[config.mk]
export PLATFORM = sky130hd
export DESIGN_NAME = srf_frame_builder
export DESIGN_NICKNAME = d
export VERILOG_FILES = /design/src/srf_pkg.sv /design/src/srf_fifo.sv /design/src/srf_byte_sel.sv /design/src/srf_frame_builder.sv
export VERILOG_INCLUDE_DIRS = /design/src
export SDC_FILE = /design/constraint.sdc
export NUM_CORES = 1
export LEC_CHECK = 0
export ABC_AREA = 1
export BUFFER_PORTS_ARGS = -buffer_cell sky130_fd_sc_hd__buf_2
export CAP_MARGIN = 20
export CORE_ASPECT_RATIO = 0.75
export CORE_UTILIZATION = 35
export CTS_CLUSTER_SIZE = 20
export DETAILED_ROUTE_END_ITERATION = 8
export PLACE_DENSITY = 0.51
export SYNTH_ARGS = -nofsm -noshare
export SYNTH_HDL_FRONTEND = slang
export SYNTH_HIERARCHICAL = 1
export SYNTH_SLANG_ARGS = --single-unit
[constraint.sdc]
create_clock -name CLK -period 5.8 [get_ports CLK]
set_input_delay 0.29 -clock CLK [delete_from_list [all_inputs] [get_ports CLK]]
set_output_delay 0.29 -clock CLK [all_outputs]
set_load 0.02 [all_outputs]
[src/srf_defs.svh]
// Constants for the sensor read frame builder.
`ifndef SRF_DEFS_SVH
`define SRF_DEFS_SVH
`define SRF_START_DELIM   8'h7e
`define SRF_FRAME_TYPE    8'h94
`define SRF_LEN_MSB       8'h00
`define SRF_LEN_LSB       8'h17
`define SRF_LAST_IDX      5'd26
`define SRF_OFS_DELIM     5'd0
`define SRF_OFS_LEN_MSB   5'd1
`define SRF_OFS_LEN_LSB   5'd2
`define SRF_OFS_TYPE      5'd3
`define SRF_OFS_A64_LAST  5'd11
`define SRF_OFS_A16_LAST  5'd13
`define SRF_OFS_RXOPT     5'd14
`define SRF_OFS_SENS      5'd15
`define SRF_OFS_AD_FIRST  5'd16
`define SRF_OFS_AD_LAST   5'd23
`define SRF_OFS_TMP_FIRST 5'd24
`define SRF_OFS_TMP_LAST  5'd25
`define SRF_RXOPT_ACK     8'h01
`define SRF_RXOPT_BCAST   8'h02
`define SRF_SENS_AD       8'h01
`define SRF_SENS_TEMP     8'h02
`define SRF_SENS_WATER    8'h60
`define SRF_TEMP_NONE     16'hffff
`define SRF_CKSUM_BASE    8'hff
`define SRF_FIFO_DEPTH    8
`define SRF_FIFO_WIDTH    8
`endif

[src/srf_pkg.sv]
// Types for the sensor read frame builder.
package srf_pkg;
  typedef enum logic [1:0] {SRF_IDLE, SRF_SEND, SRF_CKSUM} srf_state_t;
endpackage

[src/srf_fifo.sv]
// Byte FIFO between the frame builder and the serial port side.
`timescale 1ns/1ns
module srf_fifo #(
  parameter int WIDTH = 8,
  parameter int DEPTH = 8
) (
  input  wire logic             CLK,
  input  wire logic             RST,
  input  wire logic [WIDTH-1:0] in_data,
  input  wire logic             in_valid,
  output logic                  in_ready,
  output logic      [WIDTH-1:0] out_data,
  output logic                  out_valid,
  input  wire logic             out_ready
);
  localparam int AW = $clog2(DEPTH);
  logic [WIDTH-1:0] mem [DEPTH];
  logic [AW-1:0]    wr_ptr;
  logic [AW-1:0]    rd_ptr;
  logic [AW:0]      count;
  logic [AW-1:0]    next_wr_ptr;
  logic [AW-1:0]    next_rd_ptr;
  logic [AW:0]      next_count;
  logic             push;
  logic             pop;

  assign in_ready  = (count < (AW+1)'(DEPTH));
  assign out_valid = (count != '0);
  assign push      = in_valid && in_ready;
  assign pop       = out_valid && out_ready;

  always_comb begin
    next_wr_ptr = push ? wr_ptr + 1'b1 : wr_ptr;
    next_rd_ptr = pop ? rd_ptr + 1'b1 : rd_ptr;
    next_count  = count + (AW+1)'(push) - (AW+1)'(pop);
  end

  always_ff @(posedge CLK or posedge RST) begin
    if (RST) begin
      wr_ptr <= '0;
      rd_ptr <= '0;
      count  <= '0;
    end else begin
      wr_ptr <= next_wr_ptr;
      rd_ptr <= next_rd_ptr;
      count  <= next_count;
    end
  end

  // Storage has no reset so it can map onto distributed memory.
  always_ff @(posedge CLK) begin
    if (push) begin
      mem[wr_ptr] <= in_data;
    end
  end

  assign out_data = mem[rd_ptr];

  never_over_a: assert property (@(posedge CLK) disable iff (RST)
    count <= (AW+1)'(DEPTH)) else $error("FIFO count above depth.");
endmodule

[src/srf_byte_sel.sv]
// Selects the frame byte at a given index from the captured sample.
`timescale 1ns/1ns
module srf_byte_sel (
  input  wire logic [4:0]  idx,
  input  wire logic [63:0] addr64,
  input  wire logic [15:0] addr16,
  input  wire logic [7:0]  rx_opt,
  input  wire logic [7:0]  sensors,
  input  wire logic [63:0] ad_vals,
  input  wire logic [15:0] temp,
  output logic      [7:0]  byte_out
);
  `include "srf_defs.svh"
  always_comb begin
    byte_out = 8'h00;
    if (idx == `SRF_OFS_DELIM) begin
      byte_out = `SRF_START_DELIM;
    end else if (idx == `SRF_OFS_LEN_MSB) begin
      byte_out = `SRF_LEN_MSB;
    end else if (idx == `SRF_OFS_LEN_LSB) begin
      byte_out = `SRF_LEN_LSB;
    end else if (idx == `SRF_OFS_TYPE) begin
      byte_out = `SRF_FRAME_TYPE;
    end else if (idx <= `SRF_OFS_A64_LAST) begin
      byte_out = addr64[8*(`SRF_OFS_A64_LAST-idx) +: 8];
    end else if (idx <= `SRF_OFS_A16_LAST) begin
      byte_out = addr16[8*(`SRF_OFS_A16_LAST-idx) +: 8];
    end else if (idx == `SRF_OFS_RXOPT) begin
      byte_out = rx_opt;
    end else if (idx == `SRF_OFS_SENS) begin
      byte_out = sensors;
    end else if (idx <= `SRF_OFS_AD_LAST) begin
      byte_out = ad_vals[8*(`SRF_OFS_AD_LAST-idx) +: 8];
    end else if (idx <= `SRF_OFS_TMP_LAST) begin
      byte_out = temp[8*(`SRF_OFS_TMP_LAST-idx) +: 8];
    end
  end
endmodule

[src/srf_frame_builder.sv]
// Sensor read indication frame builder with output byte FIFO.
`timescale 1ns/1ns
`include "srf_defs.svh"
// Contract
// - On a sample with output format zero, emit a frame of type 0x94.
// - Sender 64-bit address in bytes 4 to 11, most significant first.
// - Sender 16-bit address in bytes 12 and 13, most significant first.
// - Byte 14 holds receive options: 0x01 acknowledged, 0x02 broadcast.
// - Byte 15 sensor content: 0x01 A/D, 0x02 temperature, 0x60 water (pin low).
// - Bytes 16 to 23 carry readings A, B, C, D, two bytes each.
// - Bytes 24 and 25 carry temperature, or 0xffff with no thermometer.
module srf_frame_builder
  import srf_pkg::*;
(
  input  wire logic        CLK,
  input  wire logic        RST,
  input  wire logic        SAMPLE_VALID,
  output logic             SAMPLE_READY,
  input  wire logic        OUTPUT_FORMAT_OPTION,
  input  wire logic [63:0] SRC_ADDR64,
  input  wire logic [15:0] SRC_ADDR16,
  input  wire logic        RX_ACKED,
  input  wire logic        RX_BROADCAST,
  input  wire logic        HAS_AD,
  input  wire logic        HAS_TEMP,
  input  wire logic        THERMO_FOUND,
  input  wire logic        WATER_DETECT_PIN,
  input  wire logic [15:0] SENSOR_A_READING,
  input  wire logic [15:0] SENSOR_B_READING,
  input  wire logic [15:0] SENSOR_C_READING,
  input  wire logic [15:0] SENSOR_D_READING,
  input  wire logic [15:0] TEMP_READING,
  output logic [7:0]       TX_DATA,
  output logic             TX_VALID,
  input  wire logic        TX_READY,
  output logic             BUSY
);
  srf_state_t  state;
  srf_state_t  next_state;
  logic [4:0]  idx;
  logic [4:0]  next_idx;
  logic [7:0]  sum;
  logic [7:0]  next_sum;
  logic [63:0] addr64;
  logic [15:0] addr16;
  logic [7:0]  rx_opt;
  logic [7:0]  sensors;
  logic [63:0] ad_vals;
  logic [15:0] temp;
  logic [63:0] next_addr64;
  logic [15:0] next_addr16;
  logic [7:0]  next_rx_opt;
  logic [7:0]  next_sensors;
  logic [63:0] next_ad_vals;
  logic [15:0] next_temp;
  logic [7:0]  sel_byte;
  logic [7:0]  fifo_in;
  logic        fifo_valid;
  logic        fifo_ready;
  logic        take;

  // Samples are refused while a frame is in progress; with format one they are
  // accepted and dropped since this block builds only the format-zero frame.
  assign SAMPLE_READY = (state == SRF_IDLE);
  assign take         = SAMPLE_VALID && SAMPLE_READY && !OUTPUT_FORMAT_OPTION;
  assign BUSY         = (state != SRF_IDLE);

  always_comb begin
    next_addr64  = addr64;
    next_addr16  = addr16;
    next_rx_opt  = rx_opt;
    next_sensors = sensors;
    next_ad_vals = ad_vals;
    next_temp    = temp;
    if (take) begin
      next_addr64  = SRC_ADDR64;
      next_addr16  = SRC_ADDR16;
      next_rx_opt  = (RX_ACKED ? `SRF_RXOPT_ACK : 8'h00)
                   | (RX_BROADCAST ? `SRF_RXOPT_BCAST : 8'h00);
      next_sensors = (HAS_AD ? `SRF_SENS_AD : 8'h00)
                   | (HAS_TEMP ? `SRF_SENS_TEMP : 8'h00)
                   | (!WATER_DETECT_PIN ? `SRF_SENS_WATER : 8'h00);
      next_ad_vals = {SENSOR_A_READING, SENSOR_B_READING,
                      SENSOR_C_READING, SENSOR_D_READING};
      next_temp    = THERMO_FOUND ? TEMP_READING : `SRF_TEMP_NONE;
    end
  end

  always_ff @(posedge CLK or posedge RST) begin
    if (RST) begin
      addr64  <= 64'h0;
      addr16  <= 16'h0;
      rx_opt  <= 8'h00;
      sensors <= 8'h00;
      ad_vals <= 64'h0;
      temp    <= 16'h0;
    end else begin
      addr64  <= next_addr64;
      addr16  <= next_addr16;
      rx_opt  <= next_rx_opt;
      sensors <= next_sensors;
      ad_vals <= next_ad_vals;
      temp    <= next_temp;
    end
  end

  srf_byte_sel u_sel (
    .idx      (idx),
    .addr64   (addr64),
    .addr16   (addr16),
    .rx_opt   (rx_opt),
    .sensors  (sensors),
    .ad_vals  (ad_vals),
    .temp     (temp),
    .byte_out (sel_byte)
  );

  assign fifo_in    = (state == SRF_CKSUM) ? (`SRF_CKSUM_BASE - sum) : sel_byte;
  assign fifo_valid = (state != SRF_IDLE);

  always_comb begin
    next_state = state;
    next_idx   = idx;
    next_sum   = sum;
    case (state)
      SRF_IDLE: begin
        if (take) begin
          next_state = SRF_SEND;
          next_idx   = 5'd0;
          next_sum   = 8'h00;
        end
      end
      SRF_SEND: begin
        if (fifo_ready) begin
          // The checksum covers frame data only, from the type byte onward.
          if (idx >= `SRF_OFS_TYPE) begin
            next_sum = sum + sel_byte;
          end
          if (idx == `SRF_OFS_TMP_LAST) begin
            next_state = SRF_CKSUM;
          end
          next_idx = idx + 5'd1;
        end
      end
      SRF_CKSUM: begin
        if (fifo_ready) begin
          next_state = SRF_IDLE;
          next_idx   = 5'd0;
        end
      end
      default: next_state = SRF_IDLE;
    endcase
  end

  always_ff @(posedge CLK or posedge RST) begin
    if (RST) begin
      state <= SRF_IDLE;
      idx   <= 5'd0;
      sum   <= 8'h00;
    end else begin
      state <= next_state;
      idx   <= next_idx;
      sum   <= next_sum;
    end
  end

  srf_fifo #(
    .WIDTH (`SRF_FIFO_WIDTH),
    .DEPTH (`SRF_FIFO_DEPTH)
  ) u_fifo (
    .CLK       (CLK),
    .RST       (RST),
    .in_data   (fifo_in),
    .in_valid  (fifo_valid),
    .in_ready  (fifo_ready),
    .out_data  (TX_DATA),
    .out_valid (TX_VALID),
    .out_ready (TX_READY)
  );

  // Bytes handed to the FIFO in this frame, counted apart from idx so that the
  // length check does not lean on the counter that it watches.
  logic [4:0]  sent;
  logic [4:0]  next_sent;

  always_comb begin
    next_sent = sent;
    if (take) begin
      next_sent = 5'd0;
    end else if (fifo_valid && fifo_ready) begin
      next_sent = sent + 5'd1;
    end
  end

  always_ff @(posedge CLK or posedge RST) begin
    if (RST) begin
      sent <= 5'd0;
    end else begin
      sent <= next_sent;
    end
  end

  type_byte_a: assert property (@(posedge CLK) disable iff (RST)
    (state == SRF_SEND && idx == 5'd3) |-> sel_byte == `SRF_FRAME_TYPE)
    else $error("Frame type byte wrong.");
  format_gate_a: assert property (@(posedge CLK) disable iff (RST)
    (state == SRF_IDLE && SAMPLE_VALID && OUTPUT_FORMAT_OPTION) |=> state == SRF_IDLE)
    else $error("Frame started with format one.");
  addr_msb_a: assert property (@(posedge CLK) disable iff (RST)
    (state == SRF_SEND && idx == 5'd4) |-> sel_byte == addr64[63:56])
    else $error("Address high byte wrong.");
  short_msb_a: assert property (@(posedge CLK) disable iff (RST)
    (state == SRF_SEND && idx == 5'd12) |-> sel_byte == addr16[15:8])
    else $error("Short address high byte wrong.");
  rx_opt_a: assert property (@(posedge CLK) disable iff (RST)
    take |=> rx_opt[1:0] == {$past(RX_BROADCAST), $past(RX_ACKED)})
    else $error("Receive options wrong.");
  water_bit_a: assert property (@(posedge CLK) disable iff (RST)
    take |=> sensors[6:5] == {2{!$past(WATER_DETECT_PIN)}} && sensors[1] == $past(HAS_TEMP))
    else $error("Sensor content wrong.");
  sensor_d_a: assert property (@(posedge CLK) disable iff (RST)
    (state == SRF_SEND && idx == 5'd23) |-> sel_byte == ad_vals[7:0])
    else $error("Sensor D low byte wrong.");
  no_thermo_a: assert property (@(posedge CLK) disable iff (RST)
    (take && !THERMO_FOUND) |=> temp == `SRF_TEMP_NONE)
    else $error("Missing thermometer not flagged.");
  delim_first_a: assert property (@(posedge CLK) disable iff (RST)
    (state == SRF_IDLE && take) |=> (state == SRF_SEND && idx == 5'd0
      && sel_byte == `SRF_START_DELIM && sum == 8'h00))
    else $error("Frame did not start with delimiter.");
  len_msb_a: assert property (@(posedge CLK) disable iff (RST)
    (state == SRF_SEND && idx == `SRF_OFS_LEN_MSB) |-> sel_byte == `SRF_LEN_MSB)
    else $error("Length high byte wrong.");
  len_lsb_a: assert property (@(posedge CLK) disable iff (RST)
    (state == SRF_SEND && idx == `SRF_OFS_LEN_LSB) |-> sel_byte == `SRF_LEN_LSB)
    else $error("Length low byte wrong.");
  addr_lsb_a: assert property (@(posedge CLK) disable iff (RST)
    (state == SRF_SEND && idx == `SRF_OFS_A64_LAST) |-> sel_byte == addr64[7:0])
    else $error("Address low byte wrong.");
  short_lsb_a: assert property (@(posedge CLK) disable iff (RST)
    (state == SRF_SEND && idx == `SRF_OFS_A16_LAST) |-> sel_byte == addr16[7:0])
    else $error("Short address low byte wrong.");
  opt_byte_a: assert property (@(posedge CLK) disable iff (RST)
    (state == SRF_SEND && idx == `SRF_OFS_RXOPT) |-> sel_byte == rx_opt)
    else $error("Receive option byte misplaced.");
  sens_byte_a: assert property (@(posedge CLK) disable iff (RST)
    (state == SRF_SEND && idx == `SRF_OFS_SENS) |-> sel_byte == sensors)
    else $error("Sensor content byte misplaced.");
  sensor_a_a: assert property (@(posedge CLK) disable iff (RST)
    (state == SRF_SEND && idx == `SRF_OFS_AD_FIRST) |-> sel_byte == ad_vals[63:56])
    else $error("Sensor A high byte wrong.");
  sensor_b_a: assert property (@(posedge CLK) disable iff (RST)
    (state == SRF_SEND && idx == `SRF_OFS_AD_FIRST + 5'd2) |-> sel_byte == ad_vals[47:40])
    else $error("Sensor B high byte wrong.");
  temp_high_a: assert property (@(posedge CLK) disable iff (RST)
    (state == SRF_SEND && idx == `SRF_OFS_TMP_FIRST) |-> sel_byte == temp[15:8])
    else $error("Temperature high byte wrong.");
  temp_low_a: assert property (@(posedge CLK) disable iff (RST)
    (state == SRF_SEND && idx == `SRF_OFS_TMP_LAST) |-> sel_byte == temp[7:0])
    else $error("Temperature low byte wrong.");
  thermo_kept_a: assert property (@(posedge CLK) disable iff (RST)
    (take && THERMO_FOUND) |=> temp == $past(TEMP_READING))
    else $error("Temperature reading not kept.");
  ad_capture_a: assert property (@(posedge CLK) disable iff (RST)
    take |=> ad_vals == {$past(SENSOR_A_READING), $past(SENSOR_B_READING),
                         $past(SENSOR_C_READING), $past(SENSOR_D_READING)})
    else $error("Sensor readings not captured in order.");
  addr_capture_a: assert property (@(posedge CLK) disable iff (RST)
    take |=> addr64 == $past(SRC_ADDR64) && addr16 == $past(SRC_ADDR16))
    else $error("Sender addresses not captured.");
  rx_clear_a: assert property (@(posedge CLK) disable iff (RST)
    take |=> rx_opt[7:2] == 6'h00)
    else $error("Unused receive option bits set.");
  sens_fields_a: assert property (@(posedge CLK) disable iff (RST)
    take |=> sensors[1:0] == {$past(HAS_TEMP), $past(HAS_AD)}
      && sensors[7] == 1'b0 && sensors[4:2] == 3'h0)
    else $error("Sensor content bits do not combine.");
  hold_fields_a: assert property (@(posedge CLK) disable iff (RST)
    (state != SRF_IDLE) |=> $stable(addr64) && $stable(ad_vals) && $stable(temp))
    else $error("Captured fields changed during a frame.");
  stall_hold_a: assert property (@(posedge CLK) disable iff (RST)
    (state == SRF_SEND && !fifo_ready) |=> $stable(idx) && $stable(sum))
    else $error("Frame advanced while the FIFO was full.");
  frame_len_a: assert property (@(posedge CLK) disable iff (RST)
    (state == SRF_CKSUM && fifo_ready) |-> sent == `SRF_LAST_IDX)
    else $error("Checksum not at the last offset.");
  ready_again_a: assert property (@(posedge CLK) disable iff (RST)
    (state == SRF_CKSUM && fifo_ready) |=> SAMPLE_READY)
    else $error("Not ready after the checksum.");
  frame_cover_c: cover property (@(posedge CLK) disable iff (RST)
    state == SRF_CKSUM && fifo_ready);
  stall_cover_c: cover property (@(posedge CLK) disable iff (RST)
    state == SRF_SEND && !fifo_ready);
  both_cover_c: cover property (@(posedge CLK) disable iff (RST)
    take && HAS_AD && HAS_TEMP);
  water_cover_c: cover property (@(posedge CLK) disable iff (RST)
    take && !WATER_DETECT_PIN);
  drop_cover_c: cover property (@(posedge CLK) disable iff (RST)
    state == SRF_IDLE && SAMPLE_VALID && OUTPUT_FORMAT_OPTION);
endmodule

* After elaboration in Yosys (flattened, before gate mapping)
Memories as Yosys holds them, arrays and structs flattened.
Index checks and enable logic that the tools add are counted.
** Word-level totals
- Memories kept :: 1
- Bits of input ports :: 171
- Bits in writable memories :: 64
- Flip-flop bits (word level) :: 201
- Logic and storage cells :: 96
** Cells by class
- Bitwise operators :: 3
- Add/sub/neg operators :: 11
- Reductions and logical operators :: 14
- Equality and inequality tests :: 13
- Mux-type cells :: 32
- Shift-type cells :: 4
- $lt $le $gt $ge :: 6
** Memories
- u_fifo.mem :: depth 8, bits a word 8, rd ports 1, clocked after Yosys merged registers in 0, write ports 1, line srf_fifo.sv:17 : logic [WIDTH-1:0] mem [DEPTH];
** Operators by type and width (count)
- 64-bit by 33-bit indexed part select with 8-bit output :: 2
- 8-bit two-way mux :: 14
- 16-bit by 33-bit indexed part select with 8-bit output :: 2
- 16-bit two-way mux :: 1
- 8-bit one-hot mux with 2 select lines :: 1
- 5-bit two-way mux :: 3
- 5-bit one-hot mux with 3 select lines :: 1
- 2-bit two-way mux :: 6
- 4-bit AND reduction :: 3
- 4-bit by 5-bit subtractor with 6-bit output (first input constant) :: 2
- 5-bit by 5-bit subtractor with 6-bit output (first input constant) :: 2
- 5-bit by 2-bit == test with 1-bit output (second input constant) :: 2
- 5-bit by 4-bit == test with 1-bit output (second input constant) :: 2
- 5-bit by 4-bit less-or-equal comparator with 1-bit output (second input constant) :: 2
- 5-bit less-or-equal comparator (second input constant) :: 2
- 8-bit adder :: 1
- 8-bit subtractor (first input constant) :: 1
- 7-bit two-way mux :: 1
- 2-bit by 7-bit OR with 7-bit output :: 1
- 3-bit by 1-bit adder with 3-bit output (second input constant) :: 2
- 2-bit by 1-bit != test with 1-bit output (second input constant) :: 3
- 2-bit one-hot mux with 3 select lines :: 1
- 5-bit by 1-bit adder with 5-bit output (second input constant) :: 1
- 5-bit by 1-bit == test with 1-bit output (second input constant) :: 1
- other kinds (17) :: 26

* Depth between registers and ports, before layout
Gate-level depths: netlist of run 1.
- Depth after elaboration :: 16
- Depth in mapped cells :: 26
- Mapped depth without buffers :: 24

* Cells and area by module
Netlist of run 1, hierarchy kept.
** Modules (own cells, without submodules)
- srf_frame_builder :: seq. area each 4504.3 um^2, cells an instance 863, instances 1, area an instance 7364.6 um^2
- srf_fifo :: seq. area each 2172.1 um^2, cells an instance 342, instances 1, area an instance 3422.0 um^2
- srf_byte_sel :: seq. area each 0.0 um^2, cells an instance 460, instances 1, area an instance 2188.3 um^2

* Worst setup path after synthesis of run 1
No wires, ideal clock.
- Path type :: register to register
- From :: register idx[2]
- To :: register sum[4]
- Setup slack :: 2.490 ns
- Data required time :: 5.673 ns
- Clock period less this slack :: 3.310 ns
- Library setup time :: 0.127 ns
- Data arrival time :: 3.183 ns
- Cell stages (with the launch flop) :: 23
- Path through :: dfrtp_1 -> buf_2 -> clkinv_1 -> clkbuf_1 -> ha_1 -> nor2_1 -> inv_1 -> nor2_1 -> nand2_1 -> o21ai_1 -> inv_1 -> nand2_1 -> nand2_1 -> nand2_1 -> nand2_1 -> nand2_1 -> nand2_1 -> nand2_1 -> ha_1 -> or2_2 -> nand2_1 -> xor2_1 -> o21ai_0
** Between the ends
- Word-level cells in the longest chain between the ends :: 16
- Elaborated cells on any way between the ends :: 35
- Classes of those cells :: add/sub: 5; order compare: 5; eq/ne: 6; shift: 4; mux: 13; reduce/logical: 2
** RTL lines
- start: declaration :: line srf_frame_builder.sv:40 : logic [4:0] idx;
- start signal: assignment :: line srf_frame_builder.sv:162 : idx <= next_idx;
- branches (longest 11 deep; another with 5-bit by 5-bit subtractor with 6-bit output)
- 8-bit two-way mux * :: line srf_byte_sel.sv:16 : if (idx == `SRF_OFS_DELIM) begin
- net sel_byte[3] :: line srf_frame_builder.sv:56 : logic [7:0] sel_byte;
- 8-bit adder * :: line srf_frame_builder.sv:137 : next_sum = sum + sel_byte;
- 8-bit two-way mux * :: line srf_frame_builder.sv:136 : if (idx >= `SRF_OFS_TYPE) begin
- 8-bit two-way mux * :: line srf_frame_builder.sv:134 : if (fifo_ready) begin
- 8-bit one-hot mux with 2 select lines * :: line srf_frame_builder.sv:125 : case (state)
- end signal: assignment :: line srf_frame_builder.sv:163 : sum <= next_sum;
- end: declaration :: line srf_frame_builder.sv:42 : logic [7:0] sum;
Mark *: on every way through the listed nets, which the timed path passes. The select of a mux whose other input is x is not followed.
A chain may end at the register's enable or synchronous reset.

* Worst setup path after layout of run 1
- From :: register idx[0]
- To :: register sum[7]
The elaborated chain is that of the path after synthesis.

==> results of run 1 <==
-- cell usage in the layout (no fill, tap or decap), types with 15 or more instances in the layout --
master         instances
buf_2                181
nor2_1                62
dlygate4sd3_1        163
clkbuf_16             29
inv_1                130
o21ai_1               22
dfrtp_1              190
edfxtp_1              64
nand3_1               99
o21ai_0               29
nand2_1              826
inv_2                 15
ha_1                  28
a21oi_1               36
-- final timing paths --
kind | cells after the start | start | slack [ns] | endpoint
worst max register to register | 17 | idx[0] | 2.01 | sum[7]
max in group asynchronous | 4 | RST | 4.09 | temp[9]
worst min register to register | 2 | ad_vals[37] | 0.47 | ad_vals[37]
worst max-delay path | 17 | idx[0] | 2.01 | sum[7]
min in group asynchronous | 3 | RST | 0.32 | u_fifo/count[3]
worst min-delay path | 3 | SRC_ADDR64[0] | 0.02 | addr64[0]
-- flip-flops by register name (all words and copies together) (netlist names) --
signal         count
rx_opt             2
u_fifo/mem        64
sensors            3
idx                5
sum                8
u_fifo/count       4
u_fifo/rd_ptr      3
temp              16
addr64            64
ad_vals           64
addr16            16
u_fifo/wr_ptr      3
state              2
-- through the flow --
step | std cells | cell area, µm² | util (%)
floorplan | 1674 | 13000 | -
global placement | 2289 | 14200 | 39.2
detailed placement | 2290 | 14200 | 39.2
CTS | 2506 | 16800 | 46.3
global route | 2507 | 16800 | 46.4
finish | 2507 | 16800 | 46.4
-- routing by layer --
metal | track usage, % | up-vias | share of wire, %
li1 | - | 5814 | -
met1 | 31.4 | 5544 | 50
met2 | 33.6 | 279 | 44
met3 | 3.00 | 47 | 4.4
met4 | 4.23 | 0 | 1.7
met5 | 0 | - | 0
-- final cells by class --
type,instances,area share [%]
flip-flops and latches,254,39.8
multi-input cells,1195,31.6
repair buffers,359,15.8
clock buffers,46,5.30
well taps,496,3.70
inverters,150,3.43
clock inverters,7,0.395
-- report_power, final --
| group | switching (mW) | internal (mW) | leakage, nW | total [mW] |
|---|---|---|---|---|
| sequential | 0.523 | 2.67 | 2.94 | 3.19 |
| clock | 0.749 | 1.09 | 0.472 | 1.84 |
| combinational | 1.94 | 0.995 | 5.19 | 2.94 |
| total | 3.21 | 4.75 | 8.60 | 7.96 |
-- cells by family (layout without fill, tap and decap cells) --
group,Yosys count,after routing
simple gates,1039,1039
mux,3,3
buf+inv,225,562
compound gates,103,103
xor+xnor,10,10
flops,254,254
fa+ha+maj,30,30
other cells,1,10
-- worst max-delay path, stage by stage, from the launching register on --
cell     delay [ns]
dfrtp_1        0.53
buf_4          0.34
nor2_2         0.61
inv_2          0.06
nor2_2         0.38
inv_1          0.18
or2_2          0.30
nand2_1        0.07
nand2_1        0.04
nand2_1        0.09
a21oi_1        0.09
ha_1           0.32
or2_2          0.32
nand3_1        0.11
nand2_1        0.06
nand2_1        0.06
nand3_1        0.07
nand2_1        0.08
==> impl_metrics.toml, run 1 <==
[sta]
worst_pin_slew_ns = 1.15
setup_viol = 0
worst_slack_ns = 2.01
hold_viol_final = 0
tns_ns = 0
rsz0062_at_grt = "false"
max_freq_mhz = 264
max-slew-margin-rel_pct = 23.4
maxSlewViolCount = 0
clock_skew_ns = 0.0174
final.period_utilization_pct = 65.4
fin_crit_ns = 3.79
whs_ns = 0.0240

[final_layout]
area.growth.synth_to_final_pct = 29.3
area.sequential_um2 = 6680
multiInputGateArea_um2 = 5300
drive_gt1_share_pct = 14.2
antenna_cells = 0
nNetsFinal = 2190
fillCellCount = 3711

[drt]
drt_wl_total_mm = 39.8
drcViolationCount = 0
routedWlPerCell_um = 15.9
ant_nets = 0
dr.first_iter.drc_count = 742
vias = 11684
routed_via_density = 4.66
first_pass_iters = 5

[global_route]
grt_pass1_wl_mm = 63.3
grt.overflow.total = 0
grt_util_all_layers_pct = 21.4
grt_pass1_vias = 11561
grt_max_degree = 108
antenna_found_initial = 0

[floorplan]
start_util_pct = 35.9
ioPinCount = 182
rows = 60
die_y_um = 169
dieWidth_um = 224
dieArea_um2 = 37900
core_region_area_um2 = 36200

[synthesis]
synth_area_leader_cell = "dfrtp_1"
synthXorXnorAreaFrac_pct = 0.675
netlist.area_leader.share_pct = 36.6
ys.flop_type = "dfrtp_1"
yosys_warnings = 6
yosys_register_bits = 254
synth_top_family_by_area = "simple AND/OR/NAND/NOR gates"
muxShareOfSynthArea_pct = 0.231
synthCells = 1665
ys_async_sr_fraction_pct = 74.8
synth_compound_area_share_pct = 4.44
postSynthAreaPerCell_um2 = 7.79
synthSimpleGateAreaFrac_pct = 32.2
synth.cell_area_um2 = 13000
ys_seq_area_share_pct = 51.5
yosysMostFrequentCell = "nand2_1"
yosys.area_share.adder_pct = 3.01
netlist_top_cells_area = "dfrtp_1 (37%), nand2_1 (24%), edfxtp_1 (15%)"
ys_types = 44
ys_top_cells_by_count = "nand2_1 (826), dfrtp_1 (190), inv_1 (131), nand3_1 (99), edfxtp_1 (64)"
synth_edf_count = 64

[clock_network]
clk_latency_ns = 0.57
h-tree-depth = 1
cts_buffers = 29
cts_resized = 0
cts_sinks = 254
cts.hold.buffers_added = 163
cts_max_path_buffers = 3
cts-root-buf = "clkbuf_16"
cts_tree = "done"
path_clk_slew_ns = 0.06
cts_setup_buffers = 0

[placed_design]
dp_hpwl_mm = 26.8
dp_slack_ns = 2.05
io_buffers = 181
gp_congestion = 0.860

[setup_path]
critical_path_arrival_ns = 4.29
crit_path_end_kind = "flop"
critPathRequiredTime_ns = 6.30
path_max_fanout = 35
worstSetupPathType = "reg2reg"
cp-start-kind = "flop"

[worst_hold_path]
hp-class = "in2reg"

[run_status]
outcome = "complete, no violations"

[power]
design_power_total_mw = 7.96
p_leak_nw = 8.60
peakVddDrop_v = 0.000210
p_per_area_nw_per_um2 = 475

[job]
maxCapViolCount = 0
Power figures use the tool's default switching activity.
==> run 2, diff against run 1 <==
--- a/config.mk
+++ b/config.mk
@@ -13,7 +13,7 @@
 export CORE_UTILIZATION = 35
 export CTS_CLUSTER_SIZE = 20
 export DETAILED_ROUTE_END_ITERATION = 8
-export PLACE_DENSITY = 0.51
+export PLACE_DENSITY = 0.53
 export SYNTH_ARGS = -nofsm -noshare
 export SYNTH_HDL_FRONTEND = slang
 export SYNTH_HIERARCHICAL = 1
==> constraint.sdc (replaced) <==
create_clock -name CLK -period 3.1 [get_ports CLK]
set_input_delay 0.155 -clock CLK [delete_from_list [all_inputs] [get_ports CLK]]
set_output_delay 0.155 -clock CLK [all_outputs]
set_load 0.02 [all_outputs]
==> impl_metrics.toml, run 2 (synthesis results as in run 1) <==
[sta]
clock_skew_ns = 0.0137
maxSlewViolCount = 0
setup_viol = 0
worst_slack_ns = 0.176
worst_pin_slew_ns = 1.01
max_freq_mhz = 342
fin_crit_ns = 2.92
hold_viol_final = 0
final.period_utilization_pct = 94.3
max-slew-margin-rel_pct = 32.2

[drt]
vias = 11699
drt_wl_total_mm = 39.1
first_pass_iters = 5
ant_nets = 0
routedWlPerCell_um = 15.3
routed_via_density = 4.58
dr.first_iter.drc_count = 882
drcViolationCount = 0

[global_route]
grt_pass1_wl_mm = 62.4
grt_pass1_vias = 11836
grt_util_all_layers_pct = 20.9
antenna_found_initial = 0
grt.overflow.total = 0
grt_max_degree = 165

[worst_hold_path]
hp-class = "in2reg"

[clock_network]
path_clk_slew_ns = 0.06
cts_buffers = 27
clk_latency_ns = 0.55
cts-root-buf = "clkbuf_16"
h-tree-depth = 1
cts_tree = "done"
cts_max_path_buffers = 3
cts_sinks = 254

[floorplan]
core_region_area_um2 = 36200
start_util_pct = 35.9
rows = 60
dieArea_um2 = 37900
die_y_um = 169
ioPinCount = 182
dieWidth_um = 224

[placed_design]
gp_congestion = 0.922
io_buffers = 181
place_inst = 2327
dp_slack_ns = 0.0232
dp_hpwl_mm = 26.8

[final_layout]
area.growth.synth_to_final_pct = 34.1
largest_registers = "ad_vals x64, addr64 x64, u_fifo/mem x64"
layout.cells.most_common_list = "nand2_1 (819), dfrtp_1 (187), buf_2 (181), dlygate4sd3_1 (167), inv_1 (128)"
fillCellCount = 3598
final_cells = 2556
drive_gt1_share_pct = 17.8
area.sequential_um2 = 6680
antenna_cells = 0
multiInputGateArea_um2 = 5470
layout_commonest_cell = "nand2_1"
nNetsFinal = 2240

[job]
maxCapViolCount = 0

[setup_path]
crit_chain = "buf_6, ha_2, inv_1, ha_1, inv_2, o21ai_2, a31oi_4, inv_2, buf_4, a21oi_1, nand2_1, nand2_1, nand2_2, ha_4, or2_2, nand3b_1, nand3b_1, nand3_1, nand2_1"
crit_path_end_kind = "flop"
worstSetupPathType = "reg2reg"
cp_slowest_cell = "dfrtp_1"
critical_path_arrival_ns = 3.37
cpMostUsedCell = "nand2_1"
path_max_fanout = 5
cp-start-kind = "flop"
critPathRequiredTime_ns = 3.55
max_stage_delay_ns = 0.38

[power]
p_per_area_nw_per_um2 = 870
p_leak_nw = 8.84
peakVddDrop_v = 0.000426

[run_status]
outcome = "complete, no violations"
==> run 2: cell count changes in the layout (fill, tap and decap cells not counted), moves of 6 or more <==
cell        before  now
buf_4           14   49
buf_12           0    8
a21oi_1         36   29
nand2_1        826  819
nand2_2         11   18
a21oi_2          1    7
clkinvlp_4       1    7
nand3_1         99   93
nand3_2          0    6
==> run 2: per-stage QoR <==
stage                     TNS (ns)  cell area [µm²]  hold slack, ns  total power, mW  utilization [%]
after floorplan                  0            13000        -0.00482             9.73                -
after global placement           0            14600           0.202             11.6             40.2
after detailed placement         0            14600           0.215             11.7             40.2
after CTS                        0            17100           0.126             15.1             47.3
after global routing      -0.00322            17400           0.203             16.4             48.1
final                            0            17400           0.155             15.1             48.1
==> run 2: final cells by class <==
type | count | share of cell area, %
flip-flops and latches | 254 | 38.4
multi-input cells | 1195 | 31.4
repair buffers | 410 | 18.2
clock buffers | 39 | 4.55
well taps | 496 | 3.57
inverters | 150 | 3.33
clock inverters | 11 | 0.532
repair inverters | 1 | 0.0431
==> run 2: power by group <==
part	leakage, nW	switching [mW]	internal, mW	total (mW)
Combinational	5.49	3.84	2.21	6.05
Clock	0.416	1.36	1.86	3.22
Sequential	2.93	0.886	4.99	5.87
==> run 2: worst max-delay path: cells and delay by family (launching register included) <==
kind | cells | cell delay (ns)
buffers and inverters | 5 | 0.54
adders and majority gates | 3 | 0.61
DFF | 1 | 0.38
AOI/OAI and AO/OA | 3 | 0.41
and+or+nand+nor | 8 | 0.88
==> run 2: metal layers <==
layer,track usage [%],vias up,share of wire [%]
met5,0,-,0
met4,3.46,0,1.4
met3,2.97,39,4.4
met2,33.8,247,45
met1,30.1,5503,49
li1,-,5910,-
==> run 2: worst paths after layout <==
check	from	depth (start not counted)	endpoint	slack, ns
max in group asynchronous	RST	4	ad_vals[21]	1.90
max reg2reg	idx[3]	19	sum[6]	0.18
min	THERMO_FOUND	4	temp[3]	0.15
min reg2reg	temp[15]	2	temp[15]	0.47
min in group asynchronous	RST	3	u_fifo/count[3]	0.19
max	idx[3]	19	sum[6]	0.18
==> run 2: repair_timing <==
action | 4_1_cts | 5_1_grt
endpoints found under the setup margin | 0 | 23
setup buffers | 0 | 10
hold endpoints to repair | 206 | 0
resized for setup | 0 | 47
hold buffers | 167 | 0
==> run 3, diff against run 2 <==
--- a/config.mk
+++ b/config.mk
@@ -13,7 +13,8 @@
 export CORE_UTILIZATION = 35
 export CTS_CLUSTER_SIZE = 20
 export DETAILED_ROUTE_END_ITERATION = 8
-export PLACE_DENSITY = 0.53
+export PLACE_DENSITY = 0.55
+export SKIP_LAST_GASP = 1
 export SYNTH_ARGS = -nofsm -noshare
 export SYNTH_HDL_FRONTEND = slang
 export SYNTH_HIERARCHICAL = 1
==> impl_metrics.toml, run 3 (synthesis results as in run 1) <==
[sta]
final.period_utilization_pct = 94.2
max_freq_mhz = 343
clock_skew_ns = 0.00751
fin_crit_ns = 2.92
maxSlewViolCount = 0
setup_viol = 0
tns_ns = 0
hold_viol_final = 0
max-slew-margin-rel_pct = 35.2
worst_pin_slew_ns = 0.961

[drt]
routedWlPerCell_um = 15.6
vias = 11756
drcViolationCount = 0
first_pass_iters = 7
ant_nets = 0
routed_via_density = 4.62
dr.first_iter.drc_count = 815
drt_wl_total_mm = 39.8

[global_route]
grt_max_degree = 165
grt_pass1_vias = 11700
antenna_found_initial = 0
grt_pass1_wl_mm = 62.3
grt.overflow.total = 0
grt_util_all_layers_pct = 20.9

[setup_path]
r2r_start = "idx[1]"
cp-start-kind = "flop"
crit_start = "idx[1]"
worstRegToRegCells = 23
critical_path_arrival_ns = 3.40
cpMostUsedCell = "nand2_1"
path_max_fanout = 7
worstSetupPathType = "reg2reg"
crit_chain = "buf_4, nand2_2, clkinv_4, clkbuf_4, nand2_1, nand4_1, nand3_1, nand2_1, nand2_1, nand2_1, nand2_1, nand2_1, nand2_1, nand2_2, ha_4, fa_2, nand2_1, nand2_1, nand3b_1, nand2_1, nand2_1, nand3_1, nand2_1"
rr_endpoint = "sum[6]"
max_stage_delay_ns = 0.43
crit_family = "simple AND/OR/NAND/NOR gates"
critPathRequiredTime_ns = 3.59
cp_slowest_cell = "dfrtp_1"
worst-path-buf-inv = 3
crit_path_end_kind = "flop"
rrSetupSlack_ns = 0.18

[final_layout]
area.sequential_um2 = 6680
layout_commonest_cell = "nand2_1"
largest_registers = "ad_vals x64, addr64 x64, u_fifo/mem x64"
fillCellCount = 3557
drive_gt1_share_pct = 17.2
multiInputGateArea_um2 = 5460
area.growth.synth_to_final_pct = 33.9
layout.cells.most_common_list = "nand2_1 (819), dfrtp_1 (188), buf_2 (181), dlygate4sd3_1 (167), inv_1 (128)"
antenna_cells = 0
nNetsFinal = 2233
utilization_pct = 48.0

[clock_network]
cts_buffers = 27
cts_sinks = 254
cts-root-buf = "clkbuf_16"
clk_latency_ns = 0.55
cts_max_path_buffers = 3
cts_tree = "done"
path_clk_slew_ns = 0.06
h-tree-depth = 1

[floorplan]
start_util_pct = 35.9
dieWidth_um = 224
dieArea_um2 = 37900
rows = 60
die_y_um = 169
core_region_area_um2 = 36200
ioPinCount = 182

[worst_hold_path]
hp-class = "in2reg"
holdPathStages = 4
min_from = "THERMO_FOUND"
hold_end = "temp[11]"

[job]
maxCapViolCount = 0

[placed_design]
dp_hpwl_mm = 26.8
gp_congestion = 0.899
io_buffers = 181

[power]
p_per_area_nw_per_um2 = 879
p_leak_nw = 8.83
peakVddDrop_v = 0.000392

[run_status]
outcome = "complete, no violations"
-- run 3: cell types whose count changed in the layout (fill, tap and decap cells not counted), moves of 4 or more --
cell	delta
clkinvlp_4	-5
nand3_1	+4
buf_4	-7
nor2_2	-5
nand3_2	-4
clkinv_2	+4
-- run 3: layout make-up --
class | instances | area share (%)
clock buffer | 39 | 4.69
clock inverter | 9 | 0.591
inverter | 150 | 3.39
multi-input combinational | 1195 | 31.4
sequential | 254 | 38.4
tap | 496 | 3.57
timing repair buffer | 403 | 17.9
timing repair inverter | 1 | 0.0432
-- run 3: per-layer routing --
metal / global-route usage [%] / vias to the layer above / part of all wire (%)
met4: 4.11 / 0 / 1.7
met5: 0 / - / 0
met2: 33.8 / 269 / 45
met1: 29.8 / 5553 / 48
met3: 3.07 / 43 / 4.8
li1: - / 5891 / -
-- run 3: worst max path at each step --
| stage | end | slack [ns] | cells after the start |
|---|---|---|---|
| final | sum[6] | 0.18 | 23 |
| after global routing | sum[7] | -0.03 | 20 |
| after CTS | sum[6] | 0.02 | 21 |
| after detailed placement | sum[6] | 0.06 | 21 |
| after global placement | sum[6] | 0.04 | 20 |
| after floorplan | sum[4] | 0.04 | 22 |
-- run 3: worst reg2reg max path: cells and delay by family, from the launching register on --
family | cells | cell delay, ns
adder cells (fa/ha/maj) | 2 | 0.50
AND/OR/NAND/NOR | 18 | 1.47
flip-flops | 1 | 0.43
buffers and inverters | 3 | 0.47
-- run 3: timing repair --
| action | 4_1_cts | 5_1_grt |
|---|---|---|
| hold endpoints to repair | 209 | 0 |
| setup buffers | 0 | 15 |
| hold buffers | 167 | 0 |
| gates resized for setup | 0 | 52 |
| setup endpoints to repair | 0 | 14 |
-- run 3: where the power goes --
group / total [mW] / internal, mW / switching [mW]
logic: 6.13 / 2.20 / 3.93
registers: 5.80 / 4.99 / 0.812
clock network: 3.35 / 1.99 / 1.36
total: 15.3 / 9.17 / 6.11
-- run 3: per-stage QoR --
stage	cell area (µm²)	setup slack, ns	hold WS (ns)	instances	power [mW]
detailed placement	14500	0.0597	0.204	2316	11.6
global placement	14500	0.0425	0.210	2316	11.5
global route	17400	-0.0335	0.160	2547	16.5
CTS	17100	0.0228	0.0960	2531	15.2
finish	17400	0.180	0.126	2547	15.3
floorplan	13000	0.0446	-0.00482	1674	9.73
